--- src/rtl/ccsl_defs.svh ---
// register map, field positions, reset values and timing figures of the charger control block
`ifndef CCSL_DEFS_SVH
`define CCSL_DEFS_SVH
// byte offsets on the register bus
`define CCSL_ADR_CTRL    8'h00
`define CCSL_ADR_CFG     8'h04
`define CCSL_ADR_STAT    8'h08
`define CCSL_ADR_FLAG    8'h0c
`define CCSL_ADR_MASK    8'h10
// control register fields
`define CCSL_CTRL_EN     0
`define CCSL_CTRL_SUSP   1
`define CCSL_CTRL_RST    32'h0000_0001
// configuration register fields
`define CCSL_CFG_ILIM    2:0
`define CCSL_CFG_VMIN    5:3
`define CCSL_CFG_TJ      8:6
`define CCSL_CFG_PQ      11:9
`define CCSL_CFG_PQI     12
`define CCSL_CFG_RAIL    17:13
`define CCSL_CFG_RST     32'h0000_0000
// status register fields
`define CCSL_ST_ILIM     0
`define CCSL_ST_VMIN     1
`define CCSL_ST_SYSMIN   2
`define CCSL_ST_TJ       3
`define CCSL_ST_QUAL     5:4
`define CCSL_ST_STATE    11:8
// event flag and mask bit positions
`define CCSL_EV_W        5
`define CCSL_EV_INLOOP   0
`define CCSL_EV_QUAL     1
`define CCSL_EV_RAIL     2
`define CCSL_EV_TJ       3
`define CCSL_EV_STATE    4
`define CCSL_MASK_RST    5'h00
// input quality codes
`define CCSL_Q_LOW       2'h0
`define CCSL_Q_HIGH      2'h1
`define CCSL_Q_DEBOUNCE  2'h2
`define CCSL_Q_VALID     2'h3
// timing
`define CCSL_CLK_HZ      64'd25000000
`define CCSL_MS_PER_S    64'd1000
`define CCSL_S_PER_MIN   64'd60
`define CCSL_DB_MS       64'd120
`define CCSL_PQ_MIN      64'd30
`define CCSL_DB_W        32
`define CCSL_PQ_W        36
`endif

--- src/rtl/ccsl_pkg.sv ---
// types shared by the charger control block
`include "ccsl_defs.svh"
package ccsl_pkg;
    typedef enum logic [3:0] {
        CCSL_OFF      = 4'h0,
        CCSL_PREQUAL  = 4'h1,
        CCSL_FAST_CC  = 4'h2,
        CCSL_PQ_FAULT = 4'h3,
        CCSL_DONE     = 4'h4
    } ccsl_state_t;

    typedef struct packed {
        logic                   ack;
        logic [31:0]            dat;
        logic                   en;
        logic                   susp;
        logic [2:0]             ilim_sel;
        logic [2:0]             vmin_sel;
        logic [2:0]             tj_sel;
        logic [2:0]             pq_sel;
        logic                   pqi_sel;
        logic [4:0]             rail_sel;
        logic [`CCSL_EV_W-1:0]  mask;
        logic [`CCSL_EV_W-1:0]  flags;
        logic                   irq;
        logic                   st_ilim;
        logic                   st_vmin;
        logic                   st_sysmin;
        logic                   st_tj;
        logic [1:0]             qual;
        ccsl_state_t            state;
        logic [`CCSL_DB_W-1:0]  db_cnt;
        logic                   db_done;
        logic [`CCSL_PQ_W-1:0]  pq_cnt;
        logic                   in_sw;
        logic                   cell_sw;
        logic                   chg_on;
        logic                   pre_mode;
        logic                   ovr;
        logic                   supp;
    } ccsl_regs_t;
endpackage : ccsl_pkg

--- src/rtl/ccsl_top.sv ---
// charger control and status logic with power path and wishbone register slave
//
// Contract
// - current limit loop sets status, raises irq
// - lockout keeps charger off, cell feeds rail
// - input feeds rail only after debounce
// - two-bit input quality, irq on change
// - voltage floor loop sets status, same irq
// - rail floor status, irq on change
// - override rail floor loop while cell supplements and charge current is zero
// - die temperature status, irq on change
// - suspend resets zero, one opens input switch
// - suspend clears when input voltage removed
// - four-bit state code, irq on change
// - off when input invalid or disabled
// - invalid input keeps cell on rail
// - enable zero disables charger, path follows input
// - enabled, valid, low cell enters prequalification
// - prequalification timeout leads to fault state
// - precharge current and threshold are configurable
// - finished charge keeps cell off the rail
// - no input power, cell feeds the rail
// - load above limit, o_supplement rises in every state; the cell joins the rail except in the done state
// - cell above threshold moves to fast charge
// - fault holds until enable toggle or replug
`timescale 1ns/1ps
module ccsl_top
    import ccsl_pkg::*;
#(
    parameter logic [`CCSL_DB_W-1:0] P_DB_CYCLES =
        `CCSL_DB_W'(`CCSL_DB_MS * `CCSL_CLK_HZ / `CCSL_MS_PER_S),
    parameter logic [`CCSL_PQ_W-1:0] P_PQ_CYCLES =
        `CCSL_PQ_W'(`CCSL_PQ_MIN * `CCSL_S_PER_MIN * `CCSL_CLK_HZ)
) (
    // clock, reset, enable
    input  wire logic        i_sys_clk,
    input  wire logic        i_rstn,
    input  wire logic        i_clk_en,
    // wishbone slave
    input  wire logic        i_wb_cyc,
    input  wire logic        i_wb_stb,
    input  wire logic        i_wb_we,
    input  wire logic [7:0]  i_wb_adr,
    input  wire logic [3:0]  i_wb_sel,
    input  wire logic [31:0] i_wb_dat,
    output logic      [31:0] o_wb_dat,
    output logic             o_wb_ack,
    // analog comparators and loop monitors
    input  wire logic        i_charge_input_uvlo,
    input  wire logic        i_charge_input_ovp,
    input  wire logic        i_input_limit_loop,
    input  wire logic        i_input_floor_loop,
    input  wire logic        i_load_rail_floor_loop,
    input  wire logic        i_die_temp_loop,
    input  wire logic        i_cell_below_precharge,
    input  wire logic        i_charge_current_zero,
    input  wire logic        i_load_over_input_limit,
    input  wire logic        i_charge_finished,
    // power path and charger controls
    output logic             o_input_switch_on,
    output logic             o_cell_switch_on,
    output logic             o_charger_on,
    output logic             o_precharge_mode,
    output logic             o_rail_floor_override,
    output logic             o_supplement,
    output logic             o_irq,
    // analog setpoints
    output logic      [2:0]  o_input_current_limit_sel,
    output logic      [2:0]  o_input_voltage_floor_sel,
    output logic      [2:0]  o_die_temp_setpoint_sel,
    output logic      [2:0]  o_precharge_threshold_sel,
    output logic             o_precharge_current_sel,
    output logic      [4:0]  o_load_rail_target_sel
);

    ccsl_regs_t            r_reg;
    ccsl_regs_t            r_next;
    logic                  valid;
    logic                  feed;
    logic                  req;
    logic                  wr;
    logic [1:0]            qual;
    logic [31:0]           ctrl_rd;
    logic [31:0]           cfg_rd;
    logic [31:0]           stat_rd;
    logic [31:0]           rdata;
    logic [31:0]           wval;
    logic [`CCSL_EV_W-1:0] ev;
    logic [`CCSL_EV_W-1:0] clr;
    ccsl_state_t           st_n;

    function automatic logic hit(input logic [7:0] adr, input logic [7:0] off);
        hit = (adr[7:2] == off[7:2]);
    endfunction : hit

    // byte lanes not selected keep the old value
    function automatic logic [31:0] merge(input logic [31:0] old, input logic [31:0] dat,
                                          input logic [3:0] sel);
        merge = old;
        for (int i = 0; i < 4; i++) begin
            if (sel[i]) begin
                merge[i*8 +: 8] = dat[i*8 +: 8];
            end
        end
    endfunction : merge

    always_comb begin
        r_next  = r_reg;
        valid   = !i_charge_input_uvlo && !i_charge_input_ovp;
        feed    = valid && r_reg.db_done && !r_reg.susp;
        req     = i_wb_cyc && i_wb_stb;
        wr      = req && r_reg.ack && i_wb_we;
        ctrl_rd = '0;
        ctrl_rd[`CCSL_CTRL_EN]   = r_reg.en;
        ctrl_rd[`CCSL_CTRL_SUSP] = r_reg.susp;
        cfg_rd = '0;
        cfg_rd[`CCSL_CFG_ILIM] = r_reg.ilim_sel;
        cfg_rd[`CCSL_CFG_VMIN] = r_reg.vmin_sel;
        cfg_rd[`CCSL_CFG_TJ]   = r_reg.tj_sel;
        cfg_rd[`CCSL_CFG_PQ]   = r_reg.pq_sel;
        cfg_rd[`CCSL_CFG_PQI]  = r_reg.pqi_sel;
        cfg_rd[`CCSL_CFG_RAIL] = r_reg.rail_sel;
        stat_rd = '0;
        stat_rd[`CCSL_ST_ILIM]   = r_reg.st_ilim;
        stat_rd[`CCSL_ST_VMIN]   = r_reg.st_vmin;
        stat_rd[`CCSL_ST_SYSMIN] = r_reg.st_sysmin;
        stat_rd[`CCSL_ST_TJ]     = r_reg.st_tj;
        stat_rd[`CCSL_ST_QUAL]   = r_reg.qual;
        stat_rd[`CCSL_ST_STATE]  = r_reg.state;
        rdata = '0;
        if (hit(i_wb_adr, `CCSL_ADR_CTRL)) begin
            rdata = ctrl_rd;
        end else if (hit(i_wb_adr, `CCSL_ADR_CFG)) begin
            rdata = cfg_rd;
        end else if (hit(i_wb_adr, `CCSL_ADR_STAT)) begin
            rdata = stat_rd;
        end else if (hit(i_wb_adr, `CCSL_ADR_FLAG)) begin
            rdata[`CCSL_EV_W-1:0] = r_reg.flags;
        end else if (hit(i_wb_adr, `CCSL_ADR_MASK)) begin
            rdata[`CCSL_EV_W-1:0] = r_reg.mask;
        end
        wval = merge(rdata, i_wb_dat, i_wb_sel);
        clr  = '0;

        // quality: lockout first, then debounce progress
        if (i_charge_input_uvlo) begin
            qual = `CCSL_Q_LOW;
        end else if (i_charge_input_ovp) begin
            qual = `CCSL_Q_HIGH;
        end else if (r_reg.db_done) begin
            qual = `CCSL_Q_VALID;
        end else begin
            qual = `CCSL_Q_DEBOUNCE;
        end

        // charger sequencing; lockout and disable override every state
        st_n = r_reg.state;
        unique case (r_reg.state)
            CCSL_OFF: begin
                if (r_reg.db_done) begin
                    st_n = i_cell_below_precharge ? CCSL_PREQUAL : CCSL_FAST_CC;
                end
            end
            CCSL_PREQUAL: begin
                if (!i_cell_below_precharge) begin
                    st_n = CCSL_FAST_CC;
                end else if (r_reg.pq_cnt >= P_PQ_CYCLES - `CCSL_PQ_W'(1)) begin
                    st_n = CCSL_PQ_FAULT;
                end
            end
            CCSL_FAST_CC: begin
                if (i_charge_finished) begin
                    st_n = CCSL_DONE;
                end
            end
            CCSL_PQ_FAULT: st_n = CCSL_PQ_FAULT;
            CCSL_DONE:     st_n = CCSL_DONE;
            default:       st_n = CCSL_OFF;
        endcase
        if (!valid || !r_reg.en) begin
            st_n = CCSL_OFF;
        end

        ev = '0;
        ev[`CCSL_EV_INLOOP] = (i_input_limit_loop && !r_reg.st_ilim)
                           || (i_input_floor_loop && !r_reg.st_vmin);
        ev[`CCSL_EV_QUAL]   = (qual != r_reg.qual);
        ev[`CCSL_EV_RAIL]   = (i_load_rail_floor_loop != r_reg.st_sysmin);
        ev[`CCSL_EV_TJ]     = (i_die_temp_loop != r_reg.st_tj);
        ev[`CCSL_EV_STATE]  = (st_n != r_reg.state);

        if (i_clk_en) begin
            // bus slave: answer one cycle after the request, write at the acked edge
            r_next.ack = req && !r_reg.ack;
            // ack is low for a cycle between requests, so no request is answered twice
            if (req && !r_reg.ack) begin
                r_next.dat = rdata;
            end
            if (wr && hit(i_wb_adr, `CCSL_ADR_CTRL)) begin
                r_next.en   = wval[`CCSL_CTRL_EN];
                r_next.susp = wval[`CCSL_CTRL_SUSP];
            end
            if (wr && hit(i_wb_adr, `CCSL_ADR_CFG)) begin
                r_next.ilim_sel = wval[`CCSL_CFG_ILIM];
                r_next.vmin_sel = wval[`CCSL_CFG_VMIN];
                r_next.tj_sel   = wval[`CCSL_CFG_TJ];
                r_next.pq_sel   = wval[`CCSL_CFG_PQ];
                r_next.pqi_sel  = wval[`CCSL_CFG_PQI];
                r_next.rail_sel = wval[`CCSL_CFG_RAIL];
            end
            if (wr && hit(i_wb_adr, `CCSL_ADR_MASK)) begin
                r_next.mask = wval[`CCSL_EV_W-1:0];
            end
            if (wr && hit(i_wb_adr, `CCSL_ADR_FLAG)) begin
                // flags live in the lowest byte lane, so only that lane clears them
                clr = i_wb_dat[`CCSL_EV_W-1:0] & {`CCSL_EV_W{i_wb_sel[0]}};
            end
            // removal of the input wins over a software write of one
            if (!valid) begin
                r_next.susp = 1'b0;
            end

            // a new event in the clearing cycle survives the clear
            r_next.flags = (r_reg.flags & ~clr) | ev;
            r_next.irq   = |(r_next.flags & r_next.mask);

            r_next.st_ilim   = i_input_limit_loop;
            r_next.st_vmin   = i_input_floor_loop;
            r_next.st_sysmin = i_load_rail_floor_loop;
            r_next.st_tj     = i_die_temp_loop;
            r_next.qual      = qual;
            r_next.state     = st_n;

            // debounce restarts on every loss of the input
            if (!valid) begin
                r_next.db_cnt  = '0;
                r_next.db_done = 1'b0;
            end else if (!r_reg.db_done) begin
                r_next.db_cnt  = r_reg.db_cnt + `CCSL_DB_W'(1);
                r_next.db_done = (r_reg.db_cnt >= P_DB_CYCLES - `CCSL_DB_W'(1));
            end
            // fixed timer: only an enable toggle or a replug leaves the fault
            r_next.pq_cnt = (r_reg.state == CCSL_PREQUAL && st_n == CCSL_PREQUAL)
                          ? r_reg.pq_cnt + `CCSL_PQ_W'(1) : '0;

            // power path
            // cell stays on the rail whenever the input is not feeding, so the rail never floats
            r_next.in_sw    = feed;
            r_next.supp     = feed && i_load_over_input_limit;
            r_next.cell_sw  = !feed || (feed && i_load_over_input_limit
                              && st_n != CCSL_DONE);
            r_next.ovr      = feed && i_charge_current_zero && i_load_over_input_limit;
            r_next.chg_on   = (st_n == CCSL_PREQUAL) || (st_n == CCSL_FAST_CC);
            r_next.pre_mode = (st_n == CCSL_PREQUAL);
        end
    end

    always_ff @(posedge i_sys_clk or negedge i_rstn) begin
        if (!i_rstn) begin
            r_reg          <= '0;
            r_reg.en       <= 1'(`CCSL_CTRL_RST >> `CCSL_CTRL_EN);
            r_reg.susp     <= 1'b0;
            r_reg.ilim_sel <= 3'(`CCSL_CFG_RST);
            r_reg.mask     <= `CCSL_MASK_RST;
            r_reg.qual     <= `CCSL_Q_LOW;
            r_reg.state    <= CCSL_OFF;
            // cell stays on the rail through reset so the load never drops
            r_reg.cell_sw  <= 1'b1;
        end else begin
            r_reg <= r_next;
        end
    end

    assign o_wb_dat                  = r_reg.dat;
    assign o_wb_ack                  = r_reg.ack;
    assign o_input_switch_on         = r_reg.in_sw;
    assign o_cell_switch_on          = r_reg.cell_sw;
    assign o_charger_on              = r_reg.chg_on;
    assign o_precharge_mode          = r_reg.pre_mode;
    assign o_rail_floor_override     = r_reg.ovr;
    assign o_supplement              = r_reg.supp;
    assign o_irq                     = r_reg.irq;
    assign o_input_current_limit_sel = r_reg.ilim_sel;
    assign o_input_voltage_floor_sel = r_reg.vmin_sel;
    assign o_die_temp_setpoint_sel   = r_reg.tj_sel;
    assign o_precharge_threshold_sel = r_reg.pq_sel;
    assign o_precharge_current_sel   = r_reg.pqi_sel;
    assign o_load_rail_target_sel    = r_reg.rail_sel;
endmodule : ccsl_top

--- config.mk ---
export PLATFORM = sky130hd
export DESIGN_NAME = ccsl_top
export DESIGN_NICKNAME = d
export VERILOG_FILES = /design/src/rtl/ccsl_pkg.sv /design/src/rtl/ccsl_top.sv
export VERILOG_INCLUDE_DIRS = /design/src /design/src/rtl
export SDC_FILE = /design/constraint.sdc
export NUM_CORES = 1
export LEC_CHECK = 0
export BUFFER_PORTS_ARGS = -buffer_cell sky130_fd_sc_hd__buf_2
export CORE_ASPECT_RATIO = 1.25
export CORE_MARGIN = 3
export CORE_UTILIZATION = 50
export CTS_CLUSTER_DIAMETER = 50
export DETAILED_ROUTE_END_ITERATION = 6
export GPL_ROUTABILITY_DRIVEN = 0
export GPL_TIMING_DRIVEN = 0
export PLACE_DENSITY_LB_ADDON = 0.08
export SETUP_SLACK_MARGIN = 0.05
export SLEW_MARGIN = 20
export SYNTH_ARGS = -nofsm -noshare
export SYNTH_HDL_FRONTEND = slang
export SYNTH_SLANG_ARGS = --single-unit
--- constraint.sdc ---
create_clock -name i_sys_clk -period 2.8 [get_ports i_sys_clk]
set_clock_uncertainty 0.2 [all_clocks]
set_input_delay 0 -clock i_sys_clk [delete_from_list [all_inputs] [get_ports i_sys_clk]]
set_output_delay 0 -clock i_sys_clk [all_outputs]
set_load 0.005 [all_outputs]
==> run_results.csv <==
group,metric,value,unit
timing,period_share,98.0,%
floorplan,initial_core_util,51.2,%
final_layout,area_growth,28.9,%
clock_network,htreeDepth,4,
drt,ant_nets,0,
timing,whs,0.0351,ns
critical_path,path_cells,"or3_4 -> or4_4 -> a2111oi_4 -> nor2_2 -> and4b_1 -> buf_6 -> nor2_8 -> buf_6 -> nor2_2",
placed_design,dpl.hpwl,13.4,mm
floorplan,core,14500,µm²
floorplan,die_w,115,µm
timing,rsz0062_at_grt,"true",
critical_path,startpoint_type,"flip-flop",
job,cap_violations,0,
clock_network,cts_inserted_buffers,17,
pwr,total_power,4790,µW
critical_path,setup.worst_path.class,"flip-flop to flip-flop",
critical_path,cp_slowest_stage_delay,0.44,ns
timing,setup_viol,0,
drt,drtPass1Iterations,5,
drt,vias,6758,
outcome,status,"finished clean",
clock_network,cts_tree,"done",
global_route,grt-ovfl-total,0,
logic_synthesis,postSynthAreaPerCell,8.90,µm²
pwr,ir_drop,378,µV
logic_synthesis,syn_inst,833,
final_layout,antenna_cells,0,
logic_synthesis,synth.distinct_cells,58,
critical_path,r2r_cells,9,
critical_path,worstSetupEndpointType,"flip-flop",
min_path,min_path_cells,5,
logic_synthesis,netlist_area,7410,µm²
logic_synthesis,synth-seq-cells,135,
timing,tightest_slew,0.807,ns
critical_path,critPathSlowestCell,"or4_4",
min_path,holdCritPathClass,"input pin to flip-flop",
drt,wire_per_inst,16.2,µm
pwr,powerDensity,502,nW/µm²
timing,period_minus_slack,2.74,ns
final_layout,nNetsFinal,1075,
drt,drc,0,
drt,drt_iter0_drc,449,
floorplan,die_y,142,µm
clock_network,insertion_delay,0.42,ns
global_route,grt_pass1_wl,32.0,mm
floorplan,die-area,16300,µm²
global_route,grt_max_degree,73,
critical_path,cp_top_family,"simple AND/OR/NAND/NOR gates",
min_path,min_from,"i_wb_adr[5]",
clock_network,clock-root-buffer,"clkbuf_16",
floorplan,io_pins,118,
global_route,grt_pass1_vias,6650,
drt,routed_wl,19.5,mm
logic_synthesis,yosys_warnings,0,
timing,slew_violations,0,
drt,vias_per_cell,5.61,
logic_synthesis,yosys-top-cells-area,"dfrtp_1 45%, nand2_1 6.0%, o21ai_0 5.3%, buf_4 5.0%, nor2_1 4.2%",
timing,hold_viol,0,
logic_synthesis,synth_edf_count,0,
critical_path,r2r-start,"r_reg[28]",
final_layout,fin_cells,1204,
clock_network,clkTransAtPathRegs,0.06,ns
logic_synthesis,ys_seq_area_share,45.6,%
critical_path,r2r_end,"r_reg[25]",
logic_synthesis,synthDominantCellAreaShare,44.9,%
timing,max_freq,365,MHz
min_path,holdPathEnd,"o_wb_dat[4]",
logic_synthesis,yosysTopAreaCell,"dfrtp_1",
placed_design,placed_cells,1110,
logic_synthesis,synth_ff_type,"dfrtp_1",
critical_path,crit_arrival,2.85,ns
global_route,globalRouteTotalUtil,24.2,%
critical_path,critical_path.max_fanout,7,
critical_path,critPathRequiredTime,2.91,ns
global_route,antenna_found_initial,0,
placed_design,portBuffers,85,
critical_path,cp.buffers_inverters,2,
timing,slew_headroom,46.1,%
final_layout,largest_reg_flops,89,
logic_synthesis,ys_async_sr_fraction,100,%
final_layout,layout-drive-gt1-share,24.3,%
critical_path,reg2reg_slack,0.06,ns
clock_network,clock_sinks,135,
pwr,p_leak,0.00436,µW
clock_network,clockBufferDepth,2,
floorplan,row_count,49,
[worst max path at each step]
stage | from | cells after the start | to
final | r_reg[28] | 9 | r_reg[25]
after global routing | r_reg[30] | 9 | r_reg[25]
after detailed placement | r_reg[28] | 9 | r_reg[41]
after CTS | r_reg[30] | 9 | r_reg[41]
after floorplan | r_reg[28] | 9 | r_reg[16]
after global placement | i_rstn | 1 | r_reg[27]
[synthesized netlist by cell type (all sizes together) (13+ instances only)]
library cell  number
a21oi             27
a22o              13
a31oi             13
and3              23
buf               56
clkbuf            32
dfrtp            133
inv               19
mux2              19
nand2            119
nand3             34
nand4             19
nor2              83
nor3              16
o21ai             79
xnor2             18
xor2              18
[metal layers]
| layer | GRT usage, % | vias up | wire [µm] |
|---|---|---|---|
| li1 | - | 3246 | - |
| met1 | 31.2 | 3279 | 8520 |
| met5 | 0 | - | 0 |
| met2 | 40.4 | 201 | 9760 |
| met4 | 9.77 | 0 | 433 |
| met3 | 4.25 | 32 | 813 |
[cells in the final DEF, fill, tap and decap left out, types with 6 or more instances in the layout]
cell type / count
a21oi_1: 27
a22o_1: 13
a31oi_1: 13
and2_1: 9
and3_1: 23
and4_1: 7
buf_2: 85
buf_4: 57
buf_6: 7
clkbuf_1: 30
clkbuf_16: 17
clkinv_4: 6
conb_1: 14
dfrtp_1: 133
dlygate4sd3_1: 51
inv_1: 19
mux2_2: 19
nand2_1: 119
nand3_1: 34
nand4_1: 19
nor2_1: 53
nor2_2: 24
nor3_1: 15
nor3b_1: 6
nor4_1: 8
o21ai_0: 79
o31ai_1: 8
xnor2_1: 18
xor2_1: 17
[cell type report]
cell class / count / area, µm²
Sequential cell: 135 / 3380
Inverter: 19 / 71.3
Multi-Input combinational cell: 604 / 3600
Buffer: 87 / 543
Timing Repair Buffer: 149 / 1090
Fill cell: 1205 / 4920
Tap cell: 178 / 223
Clock inverter: 14 / 199
Clock buffer: 18 / 439
[where the power goes]
group          switching (µW)  leakage [µW]  internal [µW]
clock network             886      0.000310           1520
logic                     211       0.00221            172
registers                23.1       0.00183           1980
[stage by stage]
stage / utilization, % / area (µm²) / setup WS [ns] / setup TNS [ns]
6_report: 66.0 / 9550 / 0.0569 / 0
4_1_cts: 64.5 / 9340 / 0.0559 / 0
3_5_place_dp: 56.3 / 8150 / -0.00815 / -0.0149
5_1_grt: 66.0 / 9550 / -0.0204 / -0.199
3_3_place_gp: 56.0 / 8110 / -0.350 / -45.13
2_1_floorplan: - / 7460 / 0.232 / 0
[cells by family (layout without fill, tap and decap cells)]
logic type,after synthesis,in the layout,synth area share (%)
AO/OA/AOI/OAI,181,181,15.3
AND/OR/NAND/NOR,348,348,22.6
buffers and inverters,107,287,8.24
other,1,14,0.0506
flip-flops,135,135,45.6
multiplexers,23,23,3.60
XOR/XNOR,36,36,4.25
adder cells (fa/ha/maj),2,2,0.338
[worst reg2reg max path, stage by stage (launching register included)]
cell	delay (ns)
dfrtp_1	0.39
or3_4	0.39
or4_4	0.44
a2111oi_4	0.34
nor2_2	0.09
and4b_1	0.22
buf_6	0.14
nor2_8	0.20
buf_6	0.18
nor2_2	0.05
[what timing repair did]
| item | in CTS | in global routing |
|---|---|---|
| endpoints found under the setup margin | 31 | 43 |
| setup buffers | 1 | 7 |
| pin swaps | 1 | 15 |
| hold buffers | 52 | 0 |
| cloned | 0 | 3 |
| hold endpoints to repair | 186 | 0 |
| gates resized for setup | 1 | 50 |
No activity file was read; power rests on OpenSTA's default activity.
